--- config.mk ---
export PLATFORM = sky130hd
export DESIGN_NAME = pmw_power_mode_wakeup_control
export DESIGN_NICKNAME = d
export VERILOG_FILES = /design/src/shared/pmw_pkg.sv /design/src/pmw_power_mode_wakeup_control.sv
export SDC_FILE = /design/constraint.sdc
export NUM_CORES = 1
export LEC_CHECK = 0
export BUFFER_PORTS_ARGS = -buffer_cell sky130_fd_sc_hd__buf_2
export CORE_MARGIN = 5
export CORE_UTILIZATION = 39
export CTS_CLUSTER_SIZE = 24
export DETAILED_ROUTE_END_ITERATION = 8
export RECOVER_POWER = 100
export SYNTH_ARGS = -nofsm -noshare
export SYNTH_HDL_FRONTEND = slang
export SYNTH_SLANG_ARGS = --single-unit
--- constraint.sdc ---
create_clock -name mclk -period 4.7 [get_ports mclk]
set_input_delay 1.41 -clock mclk [delete_from_list [all_inputs] [get_ports mclk]]
set_output_delay 1.41 -clock mclk [all_outputs]
set_load 0.05 [all_outputs]
--- src/shared/pmw_pkg.sv ---
// constants for the operating-mode and wake-up controller
// assumes an APB master on mclk, oscillators and port pins outside this clock domain
// Operation
// writing 111 to the clock select while fast moves the system to the sub clock
// the switch to slow completes only once the low-speed oscillator is stable
// writing 000 to 110 while slow selects the high-speed clock divided 1 to 64
// return to fast waits for high-speed restart; software may poll the stable flag
// halt with both keep bits 0 enters sleep; only the watchdog keeps going
// halt with hs keep 0, ls keep 1 stops high-speed, keeps sub clock
// halt with both keep bits 1 keeps both clocks, program stopped
// halt with hs keep 1, ls keep 0 keeps high-speed, stops sub clock
// entering a halted mode leaves memory, registers and ports untouched
// halt entry sets the power-down flag and clears the time-out flag
// halt entry clears the watchdog counter; it counts on only if enabled
// wake from port A falling edge, a system interrupt or a watchdog overflow
// power-down flag clears only at power-up or on the clear-watchdog instruction
// watchdog overflow while halted sets time-out, resets only program counter and stack
// each port A pin has its own wake enable; resume after the halt
// disabled or stack-full interrupt wake resumes after halt; request stays pending
// enabled interrupt wake with stack room gets the normal interrupt response
// an interrupt already requested before halt cannot wake the device
// watchdog runs from the low-speed clock divided by 2^8 to 2^15
// clock select codes 000 to 110 give divide 1 to 64, 111 the sub clock
// enabling the high-speed oscillator shows stable 0 first, then 1 once settled
// each keep bit decides if its oscillator runs while the cpu is halted; the low-speed oscillator also runs while the watchdog is enabled
// after wake the selected clock restarts and the cpu waits until it is stable
package pmw_pkg;
  localparam int PMW_AW = 5;
  localparam logic [PMW_AW-1:0] PMW_SYSCTL_ADDR = 5'h00;
  localparam logic [PMW_AW-1:0] PMW_OSCCTL_ADDR = 5'h04;
  localparam logic [PMW_AW-1:0] PMW_WDTCTL_ADDR = 5'h08;
  localparam logic [PMW_AW-1:0] PMW_STATUS_ADDR = 5'h0C;
  localparam logic [PMW_AW-1:0] PMW_WAKEEN_ADDR = 5'h10;
  // field positions
  localparam int PMW_SEL_LSB = 5;
  localparam int PMW_SEL_MSB = 7;
  localparam int PMW_HSKEEP_BIT = 1;
  localparam int PMW_LSKEEP_BIT = 0;
  localparam int PMW_HSSTABLE_BIT = 1;
  localparam int PMW_HSEN_BIT = 0;
  localparam int PMW_WDTEN_BIT = 3;
  localparam int PMW_WDTPER_LSB = 0;
  localparam int PMW_WDTPER_MSB = 2;
  localparam int PMW_PDF_BIT = 0;
  localparam int PMW_TO_BIT = 1;
  localparam int PMW_MODE_LSB = 4;
  localparam int PMW_MODE_MSB = 6;
  // codes and reset values
  localparam logic [2:0] PMW_SEL_SUB = 3'h7;
  localparam logic [2:0] PMW_SEL_RST = 3'h0;
  localparam logic [2:0] PMW_WDTPER_RST = 3'h3;
  localparam int PMW_WDT_BASE_SHIFT = 8;
  localparam int PMW_WDT_W = 15;
  localparam int PMW_NPIN = 8;
  localparam int PMW_NIRQ = 8;
  // mode readback codes
  localparam logic [2:0] PMW_MODE_FAST = 3'h0;
  localparam logic [2:0] PMW_MODE_SLOW = 3'h1;
  localparam logic [2:0] PMW_MODE_SLEEP = 3'h2;
  localparam logic [2:0] PMW_MODE_IDLE_SUB_ONLY = 3'h3;
  localparam logic [2:0] PMW_MODE_IDLE_BOTH_CLOCKS = 3'h4;
  localparam logic [2:0] PMW_MODE_IDLE_HS_ONLY = 3'h5;
  localparam logic [2:0] PMW_MODE_SWITCH = 3'h6;

  typedef enum logic [4:0] {
    PMW_ST_RUN = 5'b0_0001,
    PMW_ST_TOSLOW = 5'b0_0010,
    PMW_ST_TOFAST = 5'b0_0100,
    PMW_ST_HALT = 5'b0_1000,
    PMW_ST_WAKE = 5'b1_0000
  } pmw_state_t;
endpackage

--- src/pmw_power_mode_wakeup_control.sv ---
// operating-mode, clock-switch, halt and wake-up controller with watchdog counter
// assumes a cpu core on mclk giving halt and clear-watchdog pulses, and
// oscillator ready levels, watchdog source clock and port pins from other domains
module pmw_power_mode_wakeup_control
  import pmw_pkg::*;
(
  input wire logic mclk,
  input wire logic srst,
  input wire logic psel,
  input wire logic penable,
  input wire logic pwrite,
  input wire logic [31:0] paddr,
  input wire logic [31:0] pwdata,
  output logic [31:0] prdata,
  output logic pready,
  output logic pslverr,
  input wire logic haltExec,
  input wire logic clearWatchdogInstruction,
  input wire logic [PMW_NPIN-1:0] portAPin,
  input wire logic [PMW_NIRQ-1:0] irqRequest,
  input wire logic [PMW_NIRQ-1:0] irqEnable,
  input wire logic stackFull,
  input wire logic highSpeedOscReady,
  input wire logic lowSpeedOscReady,
  input wire logic wdtSourceClock,
  output logic highSpeedOscEn,
  output logic lowSpeedOscEn,
  output logic subClkEn,
  output logic [2:0] sysClkSelect,
  output logic cpuRun,
  output logic pcSpReset,
  output logic irqServe,
  output logic resumeAfterHalt,
  output logic wdtChipReset
);

  ////////////////////////////////////////////////////////////////
  // synchronisers
  logic [PMW_NPIN-1:0] pinMeta_r, pinSync_r, pinPrev_r;
  logic [2:0] rdyMeta_r, rdySync_r;
  logic wdtPrev_r;
  logic hsReady, lsReady, wdtSrcSync;

  always_ff @(posedge mclk) begin
    pinMeta_r <= portAPin;
    pinSync_r <= pinMeta_r;
    pinPrev_r <= pinSync_r;
    rdyMeta_r <= {wdtSourceClock, lowSpeedOscReady, highSpeedOscReady};
    rdySync_r <= rdyMeta_r;
    wdtPrev_r <= rdySync_r[2];
  end

  assign hsReady = rdySync_r[0];
  assign lsReady = rdySync_r[1];
  assign wdtSrcSync = rdySync_r[2];

  ////////////////////////////////////////////////////////////////
  // state and registers
  pmw_state_t state_r;
  logic [2:0] selReq_r;
  logic [2:0] sysClkSel_r;
  logic hsKeep_r, lsKeep_r, hsEnCtl_r;
  logic wdtEn_r;
  logic [2:0] wdtPer_r;
  logic powerDownFlag_r, watchdogTimeoutFlag_r;
  logic [PMW_NPIN-1:0] portAWakeEnable_r;
  logic [PMW_NIRQ-1:0] irqPreset_r;
  logic [PMW_WDT_W-1:0] wdtCnt_r;
  logic apbWr, apbRd, apbDone, addrHit;
  logic haltGo, wdtTick, wdtOvf;
  logic pinWake, irqWake, anyWake;
  logic [PMW_NIRQ-1:0] irqNew;
  logic selIsSub, curIsSub, hsStableFlag, targetStable;
  logic [2:0] modeCode;

  assign apbDone = psel & penable & pready;
  assign apbWr = apbDone & pwrite;
  assign apbRd = psel & penable & ~pready & ~pwrite;
  assign addrHit = paddr[PMW_AW-1:0] == PMW_SYSCTL_ADDR ||
                   paddr[PMW_AW-1:0] == PMW_OSCCTL_ADDR ||
                   paddr[PMW_AW-1:0] == PMW_WDTCTL_ADDR ||
                   paddr[PMW_AW-1:0] == PMW_STATUS_ADDR ||
                   paddr[PMW_AW-1:0] == PMW_WAKEEN_ADDR;
  assign selIsSub = selReq_r == PMW_SEL_SUB;
  assign curIsSub = sysClkSel_r == PMW_SEL_SUB;
  assign hsStableFlag = hsEnCtl_r & hsReady;
  assign haltGo = haltExec & (state_r == PMW_ST_RUN);
  assign wdtTick = wdtSrcSync & ~wdtPrev_r;

  // overflow when the counter reaches 2^(8+period)-1
  function automatic logic wdtAtLimit(input logic [PMW_WDT_W-1:0] cnt, input logic [2:0] per);
    logic [PMW_WDT_W-1:0] lim;
    lim = PMW_WDT_W'((32'd1 << (PMW_WDT_BASE_SHIFT + int'(per))) - 32'd1);
    return cnt == lim;
  endfunction

  assign wdtOvf = wdtEn_r & wdtTick & wdtAtLimit(wdtCnt_r, wdtPer_r);

  // an interrupt already pending at halt entry is masked out
  assign irqNew = irqRequest & ~irqPreset_r;
  assign pinWake = |(~pinSync_r & pinPrev_r & portAWakeEnable_r);
  assign irqWake = |irqNew;
  assign anyWake = pinWake | irqWake | wdtOvf;
  // hs oscillator is forced on while fast, so a cleared enable bit must not stall the wake
  assign targetStable = curIsSub ? lsReady : hsReady;

  ////////////////////////////////////////////////////////////////
  // mode state machine
  always_ff @(posedge mclk) begin
    if (srst) begin
      state_r <= PMW_ST_RUN;
    end else begin
      unique case (state_r)
        PMW_ST_RUN: begin
          if (haltGo) begin
            state_r <= PMW_ST_HALT;
          end else if (selReq_r != sysClkSel_r && selIsSub && !curIsSub) begin
            state_r <= PMW_ST_TOSLOW;
          end else if (selReq_r != sysClkSel_r && !selIsSub && curIsSub) begin
            state_r <= PMW_ST_TOFAST;
          end
        end
        PMW_ST_TOSLOW: begin
          if (lsReady) begin
            state_r <= PMW_ST_RUN;
          end
        end
        PMW_ST_TOFAST: begin
          if (hsReady) begin
            state_r <= PMW_ST_RUN;
          end
        end
        PMW_ST_HALT: begin
          if (anyWake) begin
            state_r <= PMW_ST_WAKE;
          end
        end
        PMW_ST_WAKE: begin
          if (targetStable) begin
            state_r <= PMW_ST_RUN;
          end
        end
      endcase
    end
  end

  // applied system clock select; divide changes inside fast mode are immediate
  always_ff @(posedge mclk) begin
    if (srst) begin
      sysClkSel_r <= PMW_SEL_RST;
    end else if (state_r == PMW_ST_RUN && !selIsSub && !curIsSub) begin
      sysClkSel_r <= selReq_r;
    end else if (state_r == PMW_ST_TOSLOW && lsReady) begin
      sysClkSel_r <= PMW_SEL_SUB;
    end else if (state_r == PMW_ST_TOFAST && hsReady) begin
      sysClkSel_r <= selReq_r;
    end
  end

  ////////////////////////////////////////////////////////////////
  // software registers; APB writes are taken in every state, halted included
  always_ff @(posedge mclk) begin
    if (srst) begin
      selReq_r <= PMW_SEL_RST;
      hsKeep_r <= 1'b0;
      lsKeep_r <= 1'b0;
      hsEnCtl_r <= 1'b1;
      wdtEn_r <= 1'b1;
      wdtPer_r <= PMW_WDTPER_RST;
      portAWakeEnable_r <= '0;
    end else if (apbWr) begin
      unique case (paddr[PMW_AW-1:0])
        PMW_SYSCTL_ADDR: begin
          selReq_r <= pwdata[PMW_SEL_MSB:PMW_SEL_LSB];
          hsKeep_r <= pwdata[PMW_HSKEEP_BIT];
          lsKeep_r <= pwdata[PMW_LSKEEP_BIT];
        end
        PMW_OSCCTL_ADDR: begin
          hsEnCtl_r <= pwdata[PMW_HSEN_BIT];
        end
        PMW_WDTCTL_ADDR: begin
          wdtEn_r <= pwdata[PMW_WDTEN_BIT];
          wdtPer_r <= pwdata[PMW_WDTPER_MSB:PMW_WDTPER_LSB];
        end
        PMW_WAKEEN_ADDR: begin
          portAWakeEnable_r <= pwdata[PMW_NPIN-1:0];
        end
        default: begin
        end
      endcase
    end
  end

  ////////////////////////////////////////////////////////////////
  // status flags
  always_ff @(posedge mclk) begin
    if (srst) begin
      powerDownFlag_r <= 1'b0;
    end else if (haltGo) begin
      powerDownFlag_r <= 1'b1;
    end else if (clearWatchdogInstruction) begin
      powerDownFlag_r <= 1'b0;
    end
  end

  // overflow set beats the halt-entry clear
  always_ff @(posedge mclk) begin
    if (srst) begin
      watchdogTimeoutFlag_r <= 1'b0;
    end else if (wdtOvf) begin
      watchdogTimeoutFlag_r <= 1'b1;
    end else if (haltGo) begin
      watchdogTimeoutFlag_r <= 1'b0;
    end
  end

  // requests seen at halt entry lose their wake-up ability
  always_ff @(posedge mclk) begin
    if (srst) begin
      irqPreset_r <= '0;
    end else if (haltGo) begin
      irqPreset_r <= irqRequest;
    end else if (state_r != PMW_ST_HALT) begin
      irqPreset_r <= '0;
    end
  end

  ////////////////////////////////////////////////////////////////
  // watchdog counter
  always_ff @(posedge mclk) begin
    if (srst) begin
      wdtCnt_r <= '0;
    end else if (haltGo || clearWatchdogInstruction || wdtOvf) begin
      wdtCnt_r <= '0;
    end else if (wdtEn_r && wdtTick) begin
      wdtCnt_r <= wdtCnt_r + 1'b1;
    end
  end

  ////////////////////////////////////////////////////////////////
  // oscillator and clock gating
  always_ff @(posedge mclk) begin
    if (srst) begin
      highSpeedOscEn <= 1'b1;
      lowSpeedOscEn <= 1'b1;
      subClkEn <= 1'b1;
      cpuRun <= 1'b1;
    end else begin
      if (state_r == PMW_ST_HALT && !anyWake) begin
        highSpeedOscEn <= hsKeep_r;
        subClkEn <= lsKeep_r;
        lowSpeedOscEn <= lsKeep_r | wdtEn_r;
        cpuRun <= 1'b0;
      end else begin
        // restart the selected source; fast modes and slow-to-fast need high speed
        highSpeedOscEn <= hsEnCtl_r | ~curIsSub | (state_r == PMW_ST_TOFAST);
        subClkEn <= 1'b1;
        lowSpeedOscEn <= 1'b1;
        cpuRun <= (state_r == PMW_ST_RUN) || (state_r == PMW_ST_TOSLOW) ||
                  (state_r == PMW_ST_TOFAST) || (state_r == PMW_ST_WAKE && targetStable);
      end
    end
  end

  always_ff @(posedge mclk) begin
    if (srst) begin
      sysClkSelect <= PMW_SEL_RST;
    end else begin
      sysClkSelect <= sysClkSel_r;
    end
  end

  ////////////////////////////////////////////////////////////////
  // wake-up event pulses
  always_ff @(posedge mclk) begin
    if (srst) begin
      pcSpReset <= 1'b0;
      irqServe <= 1'b0;
      resumeAfterHalt <= 1'b0;
      wdtChipReset <= 1'b0;
    end else begin
      pcSpReset <= (state_r == PMW_ST_HALT) & wdtOvf;
      wdtChipReset <= (state_r != PMW_ST_HALT) & wdtOvf;
      // the request is left pending outside; only the response is chosen here
      irqServe <= (state_r == PMW_ST_HALT) & ~wdtOvf &
                  (|(irqNew & irqEnable)) & ~stackFull;
      resumeAfterHalt <= (state_r == PMW_ST_HALT) & ~wdtOvf & anyWake &
                         ~((|(irqNew & irqEnable)) & ~stackFull);
    end
  end

  ////////////////////////////////////////////////////////////////
  // apb slave: one wait state, then ready
  always_comb begin
    unique case (state_r)
      PMW_ST_RUN: modeCode = curIsSub ? PMW_MODE_SLOW : PMW_MODE_FAST;
      PMW_ST_HALT: modeCode = hsKeep_r ? (lsKeep_r ? PMW_MODE_IDLE_BOTH_CLOCKS : PMW_MODE_IDLE_HS_ONLY)
                                       : (lsKeep_r ? PMW_MODE_IDLE_SUB_ONLY : PMW_MODE_SLEEP);
      default: modeCode = PMW_MODE_SWITCH;
    endcase
  end

  always_ff @(posedge mclk) begin
    if (srst) begin
      pready <= 1'b0;
      pslverr <= 1'b0;
      prdata <= '0;
    end else begin
      pready <= psel & penable & ~pready;
      pslverr <= psel & penable & ~pready & ~addrHit;
      prdata <= '0;
      if (apbRd) begin
        unique case (paddr[PMW_AW-1:0])
          PMW_SYSCTL_ADDR: begin
            prdata[PMW_SEL_MSB:PMW_SEL_LSB] <= selReq_r;
            prdata[PMW_HSKEEP_BIT] <= hsKeep_r;
            prdata[PMW_LSKEEP_BIT] <= lsKeep_r;
          end
          PMW_OSCCTL_ADDR: begin
            prdata[PMW_HSSTABLE_BIT] <= hsStableFlag;
            prdata[PMW_HSEN_BIT] <= hsEnCtl_r;
          end
          PMW_WDTCTL_ADDR: begin
            prdata[PMW_WDTEN_BIT] <= wdtEn_r;
            prdata[PMW_WDTPER_MSB:PMW_WDTPER_LSB] <= wdtPer_r;
          end
          PMW_STATUS_ADDR: begin
            prdata[PMW_PDF_BIT] <= powerDownFlag_r;
            prdata[PMW_TO_BIT] <= watchdogTimeoutFlag_r;
            prdata[PMW_MODE_MSB:PMW_MODE_LSB] <= modeCode;
          end
          PMW_WAKEEN_ADDR: begin
            prdata[PMW_NPIN-1:0] <= portAWakeEnable_r;
          end
          default: begin
          end
        endcase
      end
    end
  end

endmodule

== Yosys cells after proc, flatten, opt, wreduce, memory -nomap -nowiden ==
Cells that the tools add are included.

* Bitwise operators: 40
* Reductions and logical operators: 39
* Mux-type cells: 30
* Equality and inequality tests: 19
* Add/subtract/negate cells: 3
* Shifts and indexed selects: 1

{| class="wikitable"
|+ Operator list
! kind !! number
|-
| $mux 5 || 7
|-
| $and 8x8->8 || 4
|-
| $pmux 5 s5 || 1
|-
| $reduce_or 8->1 || 3
|-
| $and 1x1->1 || 19
|-
| $mux 8 || 2
|-
| $not 8->8 || 2
|-
| $add 15x1->15 const B || 1
|-
| $eq 15x15->1 || 1
|-
| $eq 5x4->1 const B || 3
|-
| $shl 1x5->15 const A || 1
|-
| $sub 15x1->15 const B || 1
|-
| $mux 3 || 4
|-
| $logic_and 1x1->1 || 11
|-
| $eq 5x3->1 const B || 2
|-
| $eq 5x5->1 const B || 2
|-
| $mux 1 || 10
|-
| $not 1->1 || 10
|-
| $pmux 2 s5 || 1
|-
| $logic_or 1x1->1 || 9
|-
| $ne 2x2->1 const B || 4
|-
| $reduce_and 2->1 || 4
|-
| $eq 3x3->1 const B || 2
|-
| $pmux 2 s3 || 1
|-
| 16 further kinds || 27
|}

* Input port bits: 99
* Register bits after elaboration: 127
* Output and inout port bits: 45
* Word-level logic and storage cells: 164

== Depth between registers and ports, before layout ==
Gate-level depths: netlist of the first run.

* Depth after elaboration: 10
* Depth in mapped cells: 11
* Mapped depth without buffers: 9

== Worst setup path after synthesis of the first run ==
No wires, ideal clock.

* Path kind: in2reg
* Start: input irqRequest[6]
* End: register lowSpeedOscEn
* Stages on the path: 6
* Required time: 4.573 ns
* Setup time: 0.127 ns
* Slack: 1.929 ns
* Data arrival time: 2.644 ns
* Buffers on the path: 0
* Cells stage by stage: nor2b_1 -> nor4_1 -> nand2_1 -> nor3_1 -> nand3_1 -> or3_1

* Word-level cells in the longest chain between the ends: 8

{| class="wikitable"
|+ Ends and longest elaborated chain
! element !! line !! text
|-
| start, declared || pmw_power_mode_wakeup_control.sv:20 || <nowiki>input wire logic [PMW_NIRQ-1:0] irqRequest,</nowiki>
|-
| $and 8x8->8 || pmw_power_mode_wakeup_control.sv:100 || <nowiki>assign irqNew = irqRequest & ~irqPreset_r;</nowiki>
|-
| $reduce_or 8->1 || pmw_power_mode_wakeup_control.sv:102 || <nowiki>assign irqWake = |irqNew;</nowiki>
|-
| $or 1x1->1 (2 in series) || pmw_power_mode_wakeup_control.sv:103 || <nowiki>assign anyWake = pinWake | irqWake | wdtOvf;</nowiki>
|-
| $logic_not 1->1 || pmw_power_mode_wakeup_control.sv:249 || <nowiki>if (state_r == PMW_ST_HALT && !anyWake) begin</nowiki>
|-
| $logic_and 1x1->1 || pmw_power_mode_wakeup_control.sv:249 ||
|-
| $not 1->1 (no line) || n/a ||
|-
| $reduce_or 2->1 (no line) || n/a ||
|-
| end signal, assigned || pmw_power_mode_wakeup_control.sv:252 || <nowiki>lowSpeedOscEn <= lsKeep_r | wdtEn_r;</nowiki>
|-
| end, declared || pmw_power_mode_wakeup_control.sv:27 || <nowiki>output logic lowSpeedOscEn,</nowiki>
|}

No other way between the ends.
A chain may end at the register's enable or synchronous reset.

==> results of run 1 <==
[worst max-delay path by stage]
stage | start | to | slack (ns) | cells after the start
after global placement | irqRequest[7] | lowSpeedOscEn | 1.37 | 7
final | srst | irqPreset_r[2] | 1.55 | 4
after floorplan | irqRequest[6] | lowSpeedOscEn | 1.93 | 6
after global routing | srst | wdtCnt_r[0] | 1.36 | 5
after CTS | irqRequest[7] | lowSpeedOscEn | 1.74 | 7
after detailed placement | irqRequest[7] | lowSpeedOscEn | 1.33 | 7
[final cells by class]
cell class	count	area share, %
Sequential cell	103	43.94
Multi-Input combinational cell	318	40.68
Timing Repair Buffer	70	6.851
Tap cell	140	3.732
Clock buffer	9	2.639
Clock inverter	7	1.840
Inverter	4	0.3199
[worst reg2reg max path: stages (launching register included)]
cell and delay (ns):
dfxtp_1 0.43, or3_1 0.42, ha_1 0.29, xor2_1 0.20, a211o_1 0.28, a2111o_1 0.41
a31o_1 0.31, nand3_1 0.53, nor2_1 0.12
[cells in the mapped netlist, drive strengths merged, types with 2 or more instances]
cell / instances / area, um^2
nand4: 5 / 37.53
buf: 28 / 214.0
xnor2: 6 / 52.55
ha: 2 / 25.02
a41oi: 2 / 17.52
a31o: 2 / 26.28
nor3: 7 / 35.03
or3: 3 / 23.77
xor2: 15 / 131.4
and3: 3 / 21.27
o21ai: 10 / 50.05
mux2i: 7 / 70.07
clkbuf: 9 / 55.05
nor2: 38 / 145.1
a2111o: 2 / 22.52
o22ai: 2 / 12.51
nor4: 8 / 56.30
and3b: 3 / 27.53
nor4b: 2 / 17.52
nor2b: 15 / 93.84
and2: 6 / 40.03
a22o: 10 / 87.58
nand2: 37 / 138.9
dfxtp: 103 / 2062
and4: 3 / 26.28
inv: 4 / 15.01
a21oi: 23 / 118.9
nand2b: 8 / 50.05
a31oi: 2 / 12.51
or2b: 2 / 16.27
nand3: 31 / 167.7
a22oi: 10 / 75.07
nand3b: 10 / 75.07
[routing by layer]
layer | global-route usage [%] | vias up
met4 | 3.563 | 0
met5 | 0 | -
li1 | - | 1646
met3 | 4.244 | 10
met1 | 19.74 | 1476
met2 | 21.40 | 74
[stage by stage]
step / cells / worst slack, ns / power [mW]
after floorplan: 462 / 1.929 / 1.114
after global placement: 635 / 1.367 / 1.144
after detailed placement: 635 / 1.335 / 1.148
after CTS: 651 / 1.740 / 1.713
after global routing: 651 / 1.359 / 1.766
final: 651 / 1.547 / 1.689
[power by group through the flow]
stage	Sequential, mW	Clock, mW	Combinational [mW]
after floorplan	0.947	0	0.167
after global placement	0.944	0	0.200
after detailed placement	0.945	0	0.202
after CTS	0.926	0.585	0.203
after global routing	0.931	0.619	0.216
final	0.926	0.563	0.200
[cell families (layout without fill, tap and decap cells)]
| kind of cell | count (synthesis) | after routing |
|---|---|---|
| multiplexers | 7 | 7 |
| AND/OR/NAND/NOR | 187 | 187 |
| flip-flops | 103 | 103 |
| AO/OA/AOI/OAI | 77 | 77 |
| other | 1 | 24 |
| buffers and inverters | 41 | 90 |
| adder cells (fa/ha/maj) | 2 | 2 |
| XOR/XNOR | 21 | 21 |
[registers in the layout (all words and copies together), names as in the netlist, 5 cells and up]
register and flops:
prdata 8, pinSync_r 8, portAWakeEnable_r 8, pinPrev_r 8, pinMeta_r 8, wdtCnt_r 15, irqPreset_r 8, state_r 5
==> out/metrics.yaml, run 1 <==
status: "complete, but fails checks"
violations: "max-capacitance violations, max-slew violations"
leakage_nw: 1.796
critical_path_arrival_ns: 3.42
reg2reg_depth: 8
r2r_end: "wdtCnt_r[3]"
cts_resized: 0
routed.top_layer: "met4"
drv_slew: 36
grt_usage_pct: 14.12
wl_met3_um: 513
post_cts_buffers: 0
syn2layout_area_growth_pct: 11.64
synth_xor_area_share_pct: 4.375
ys.flop_type: "dfxtp_1"
ys_ff_latch: 103
ys_warn_count: 0
hold_path_class: "reg -> reg"
critPathBufInv: 2
worst_pin_slew_ns: 1.519
cts_sinks: 103
critical_path_class: "in -> reg"
clk_pin_slew_ns: 0.11
syn_area_per_cell_um2: 9.576
place_area_mm2: 0.004552
ctsHtreeMaxLevel: 3
yosysSeqAreaShare_pct: 49.05
synthCells: 439
die_w_um: 113.8
synthAdderAreaFrac_pct: 0.5952
clkLatencyLatePin_ns: 0.37
syn_area_mm2: 0.004204
rsz0062_at_grt: "false"
hold_slack_ns: 0.3335
layout_commonest_cell: "dfxtp_1"
cp_cell_sequence: "clkbuf_1 > clkbuf_1 > nor2_1 > a22o_1"
synthMuxAreaShare_pct: 1.667
wl_met2_um: 4047
vdd_ir_drop_max_mv: 0.1574
synth_edf_count: 0
crit_path_max_fanout: 35
vias: 3206
drt_iter0_drc: 160
yosys.area_share.simple_pct: 24.40
cap_viol_max_count: 1
clockBufferDepth: 2
switching_share_pct: 29.86
seqPwrFrac_pct: 54.8
drive_above_1_share_pct: 14.09
cts_root_buf: "clkbuf_8"
max_stage_delay_ns: 1.11
route.detailed.drc: 0
ant_nets: 0
p_int_mw: 1.185
fin_worst_skew_ns: 0.01376
design_area_mm2: 0.004693
hold_path_depth: 0
cp-start-kind: "primary input"
coreArea_mm2: 0.01070
cpMaxStageDelayCell: "clkbuf_1"
start_util_pct: 39.30
cts_tree: "done"
regToRegSetupSlack_ns: 1.57
wire_per_inst_um: 14.06
final_nets: 607
crit_required_ns: 4.97
yosysUniqueCellTypes: 69
synth_top_family_by_area: "simple AND/OR/NAND/NOR gates"
worstHoldStart: "pinMeta_r[6]"
tns_ns: 0
min_period_ns: 3.153
num_rows: 38
p_sw_uw: 504.3
worst_r2r_startpoint: "wdtPer_r[1]"
num_io_pins: 144
seqCellArea_mm2: 0.002062
multiInputGateArea_mm2: 0.001909
wl_met1_um: 4452
die_h_um: 113.8
grt_antenna_before_repair: 0
dp_hpwl_um: 6878
hold_path_end: "pinSync_r[6]"
layout_common_cells: "dfxtp_1 (103), buf_2 (44), nor2_1 (38)"
slew_headroom_pct: -1.288
async_flop_share_pct: 0
antennaDiodeCount: 0
crit_family: "buffers and inverters"
grt_overflow: 0
period_share_pct: 67.08
avgViaCountPerCell: 4.925
endpoint_kind: "flip-flop"
first_global_vias: 3024
cts_made_buffers: 9
grt_max_degree: 36
finish.utilization_pct: 43.87
critPathMostFrequentCell: "clkbuf_1"
hold_violations: 0
grt_pass1_wl_um: 14780
totalWireLength_um: 9154
fillerInstances: 1085
gp_congestion: 0.7994
ctsHoldBuffers: 0
p_per_area_mw_per_mm2: 359.9
setup_viol: 0
fmax_ghz: 0.3172
power.share.combinational_pct: 11.8
io_buffers: 68
die-area_mm2: 0.01296
synth_compound_area_share_pct: 13.07
p_clk_share_pct: 33.3
first_pass_iters: 4
No activity file was read; power rests on OpenSTA's default activity.
==> run 2: changes to the inputs <==
ABC_AREA = 1   (was default)
clock period = 3.16 ns   (was 4.7 ns; I/O delays follow)
==> run 2 against run 1 <==
Compared with the run above:
- hold slack improved by 0.0016 ns
- design area rose by 2.6%
- register-to-register slack worse by 0.86 ns
- cell count up 18%
- clock-buffer cell count unchanged
- die area increased by 2.0%
- the flow now finishes without violations
- highest routed layer unchanged
- synthesized area rose by 2.1%
- wire length rose by 6.5%
- via count grew 14%
- first-iteration DRC count decreased by 6.9%
- critical path depth increased by 12
==> out/metrics.yaml, run 2 <==
yosys.area_share.simple_pct: 28.96
yosysUniqueCellTypes: 41
vias: 3666
wire_per_inst_um: 12.71
vdd_ir_drop_max_mv: 0.2970
grt_overflow: 0
critPathBufInv: 3
min_period_ns: 2.449
synth_xor_area_share_pct: 1.428
drive_above_1_share_pct: 13.88
syn2layout_area_growth_pct: 12.15
synth_top_family_by_area: "simple AND/OR/NAND/NOR gates"
worst_slack_ns: 0.7108
final_nets: 723
syn_area_mm2: 0.004294
antennaDiodeCount: 0
cp_cell_sequence: "nor2_1 > nand2_1 > ha_1 > inv_1 > nand2_1 > nand2_1 > nor2_1 > nand3_1 > nor2_1 > nand3_1 > nand2_2 > inv_1 > nand2_1 > nand2_1 > inv_1 > nand2_1"
synth_common_cells: "dfxtp_1 (103), nand2_1 (88), nor2_1 (69), inv_1 (59), nand3_1 (46)"
dp_hpwl_um: 7592
pre_cts_ws_ns: 0.7648
cts_root_buf: "clkbuf_8"
drv_slew: 0
max_stage_delay_ns: 0.41
endpoint_kind: "flip-flop"
cap_viol_max_count: 0
worst_pin_slew_ns: 0.8241
leakage_nw: 2.059
die_h_um: 114.9
syn_area_per_cell_um2: 7.836
hold_path_class: "reg -> reg"
p_per_area_mw_per_mm2: 540.1
io_buffers: 68
route.detailed.drc: 0
ys_warn_count: 0
gp_congestion: 0.8802
crit_family: "simple AND/OR/NAND/NOR gates"
yosys.area.top_type: "dfxtp_1"
yosysMostFrequentCell: "dfxtp_1"
regMostFlops: "wdtCnt_r"
cts_tree: "done"
cpMaxStageDelayCell: "dfxtp_1"
yosysSeqAreaShare_pct: 48.02
critPathMostFrequentCell: "nand2_1"
synthMuxAreaShare_pct: 0
synth_top_area_share_pct: 48.02
first_pass_iters: 6
cts_sinks: 103
start_util_pct: 39.79
layout_common_cells: "dfxtp_1 (103), nand2_1 (89), nor2_1 (73)"
cp-start-kind: "flip-flop"
hold_violations: 0
cts_resized: 0
synth_compound_area_share_pct: 9.557
die_w_um: 114.9
clockBufferDepth: 2
fin_worst_skew_ns: 0.02105
synthCells: 548
ys_ff_latch: 103
tns_ns: 0
setup_viol: 0
fmax_ghz: 0.4083
num_rows: 38
num_io_pins: 144
clk_pin_slew_ns: 0.12
critical_path_arrival_ns: 2.72
fillerInstances: 1132
grt_max_degree: 25
ctsHtreeMaxLevel: 3
drt_iter0_drc: 149
status: "finished clean"
grt_antenna_before_repair: 0
async_flop_share_pct: 0
period_share_pct: 77.51
crit_required_ns: 3.43
cts_made_buffers: 9
totalWireLength_um: 9746
layout_commonest_cell: "dfxtp_1"
ctsHoldBuffers: 0
crit_path_max_fanout: 8
slew_headroom_pct: 45.06
ant_nets: 0
die-area_mm2: 0.01321
avgViaCountPerCell: 4.780
clkLatencyLatePin_ns: 0.37
rsz0062_at_grt: "false"
dp.cells: 751
critical_path_class: "reg -> reg"
grt_pass1_wl_um: 16120
grt_usage_pct: 15.14
largest_register_ff_count: 15
coreArea_mm2: 0.01079
regToRegSetupSlack_ns: 0.71
synthAdderAreaFrac_pct: 0.5828
first_global_vias: 3451
synth_area_leaders: "dfxtp_1 (48%), nand2_1 (7.7%), nor2_1 (6.0%), nand3_1 (5.4%), inv_1 (5.2%)"
synth_edf_count: 0
fin_cells: 767
ys.flop_type: "dfxtp_1"
post_cts_buffers: 0
[run 2: layout make-up]
| cell class | instances | area (um^2) | share of cell area, % |
|---|---|---|---|
| Clock buffer | 9 | 123.9 | 2.572 |
| Clock inverter | 7 | 83.83 | 1.741 |
| Multi-Input combinational cell | 370 | 1789 | 37.15 |
| Inverter | 67 | 254.0 | 5.274 |
| Timing Repair Buffer | 71 | 327.8 | 6.807 |
| Tap cell | 140 | 175.2 | 3.637 |
| Sequential cell | 103 | 2062 | 42.82 |
[run 2: through the flow]
step                utilization, %  cell area (um^2)  hold slack, ns  power, mW
floorplan                        -              4380          0.3096      1.735
global placement             43.40              4684          0.3098      1.810
detailed placement           43.40              4684          0.3132      1.814
CTS                          45.33              4892          0.3327      2.642
global route                 44.62              4816          0.3451      2.745
finish                       44.62              4816          0.3351      2.601
[run 2: cell families (layout without fill, tap and decap cells)]
kind of cell / Yosys count / in the layout
DFF: 103 / 103
and+or+nand+nor: 263 / 263
other: 1 / 24
xor gates and xnor gates: 7 / 7
AOI/OAI and AO/OA: 74 / 74
adders and majority gates: 2 / 2
buffers and inverters: 98 / 154
[run 2: path summary, 6_finish.rpt]
check,start,to,depth (start not counted)
setup / recovery,wdtPer_r[1],highSpeedOscEn,16
hold / removal,pinMeta_r[6],pinSync_r[6],0
setup reg to reg,wdtPer_r[1],highSpeedOscEn,16
hold reg to reg,pinMeta_r[6],pinSync_r[6],0
[run 2: worst register-to-register path: stages, from the launching register on]
cell and delay, ns:
dfxtp_1 0.41, nor2_1 0.27, nand2_1 0.12, ha_1 0.33, inv_1 0.04, nand2_1 0.05, nand2_1 0.06, nor2_1 0.10
nand3_1 0.10, nor2_1 0.12, nand3_1 0.31, nand2_2 0.15, inv_1 0.07, nand2_1 0.06, nand2_1 0.05, inv_1 0.07
nand2_1 0.06
[run 2: power breakdown]
group | leakage, nW | switching [mW] | total, mW | internal [mW]
registers | 0.844 | 0.0241 | 1.38 | 1.36
clock network | 0.105 | 0.503 | 0.822 | 0.319
logic | 1.11 | 0.297 | 0.398 | 0.102
[run 2: per-layer routing]
| layer | up-vias | GRT usage (%) | share of wire, % |
|---|---|---|---|
| met3 | 16 | 3.368 | 5.8 |
| met5 | - | 0 | 0 |
| li1 | 1879 | - | - |
| met2 | 105 | 24.65 | 47 |
| met4 | 0 | 5.634 | 2.3 |
| met1 | 1666 | 19.71 | 45 |
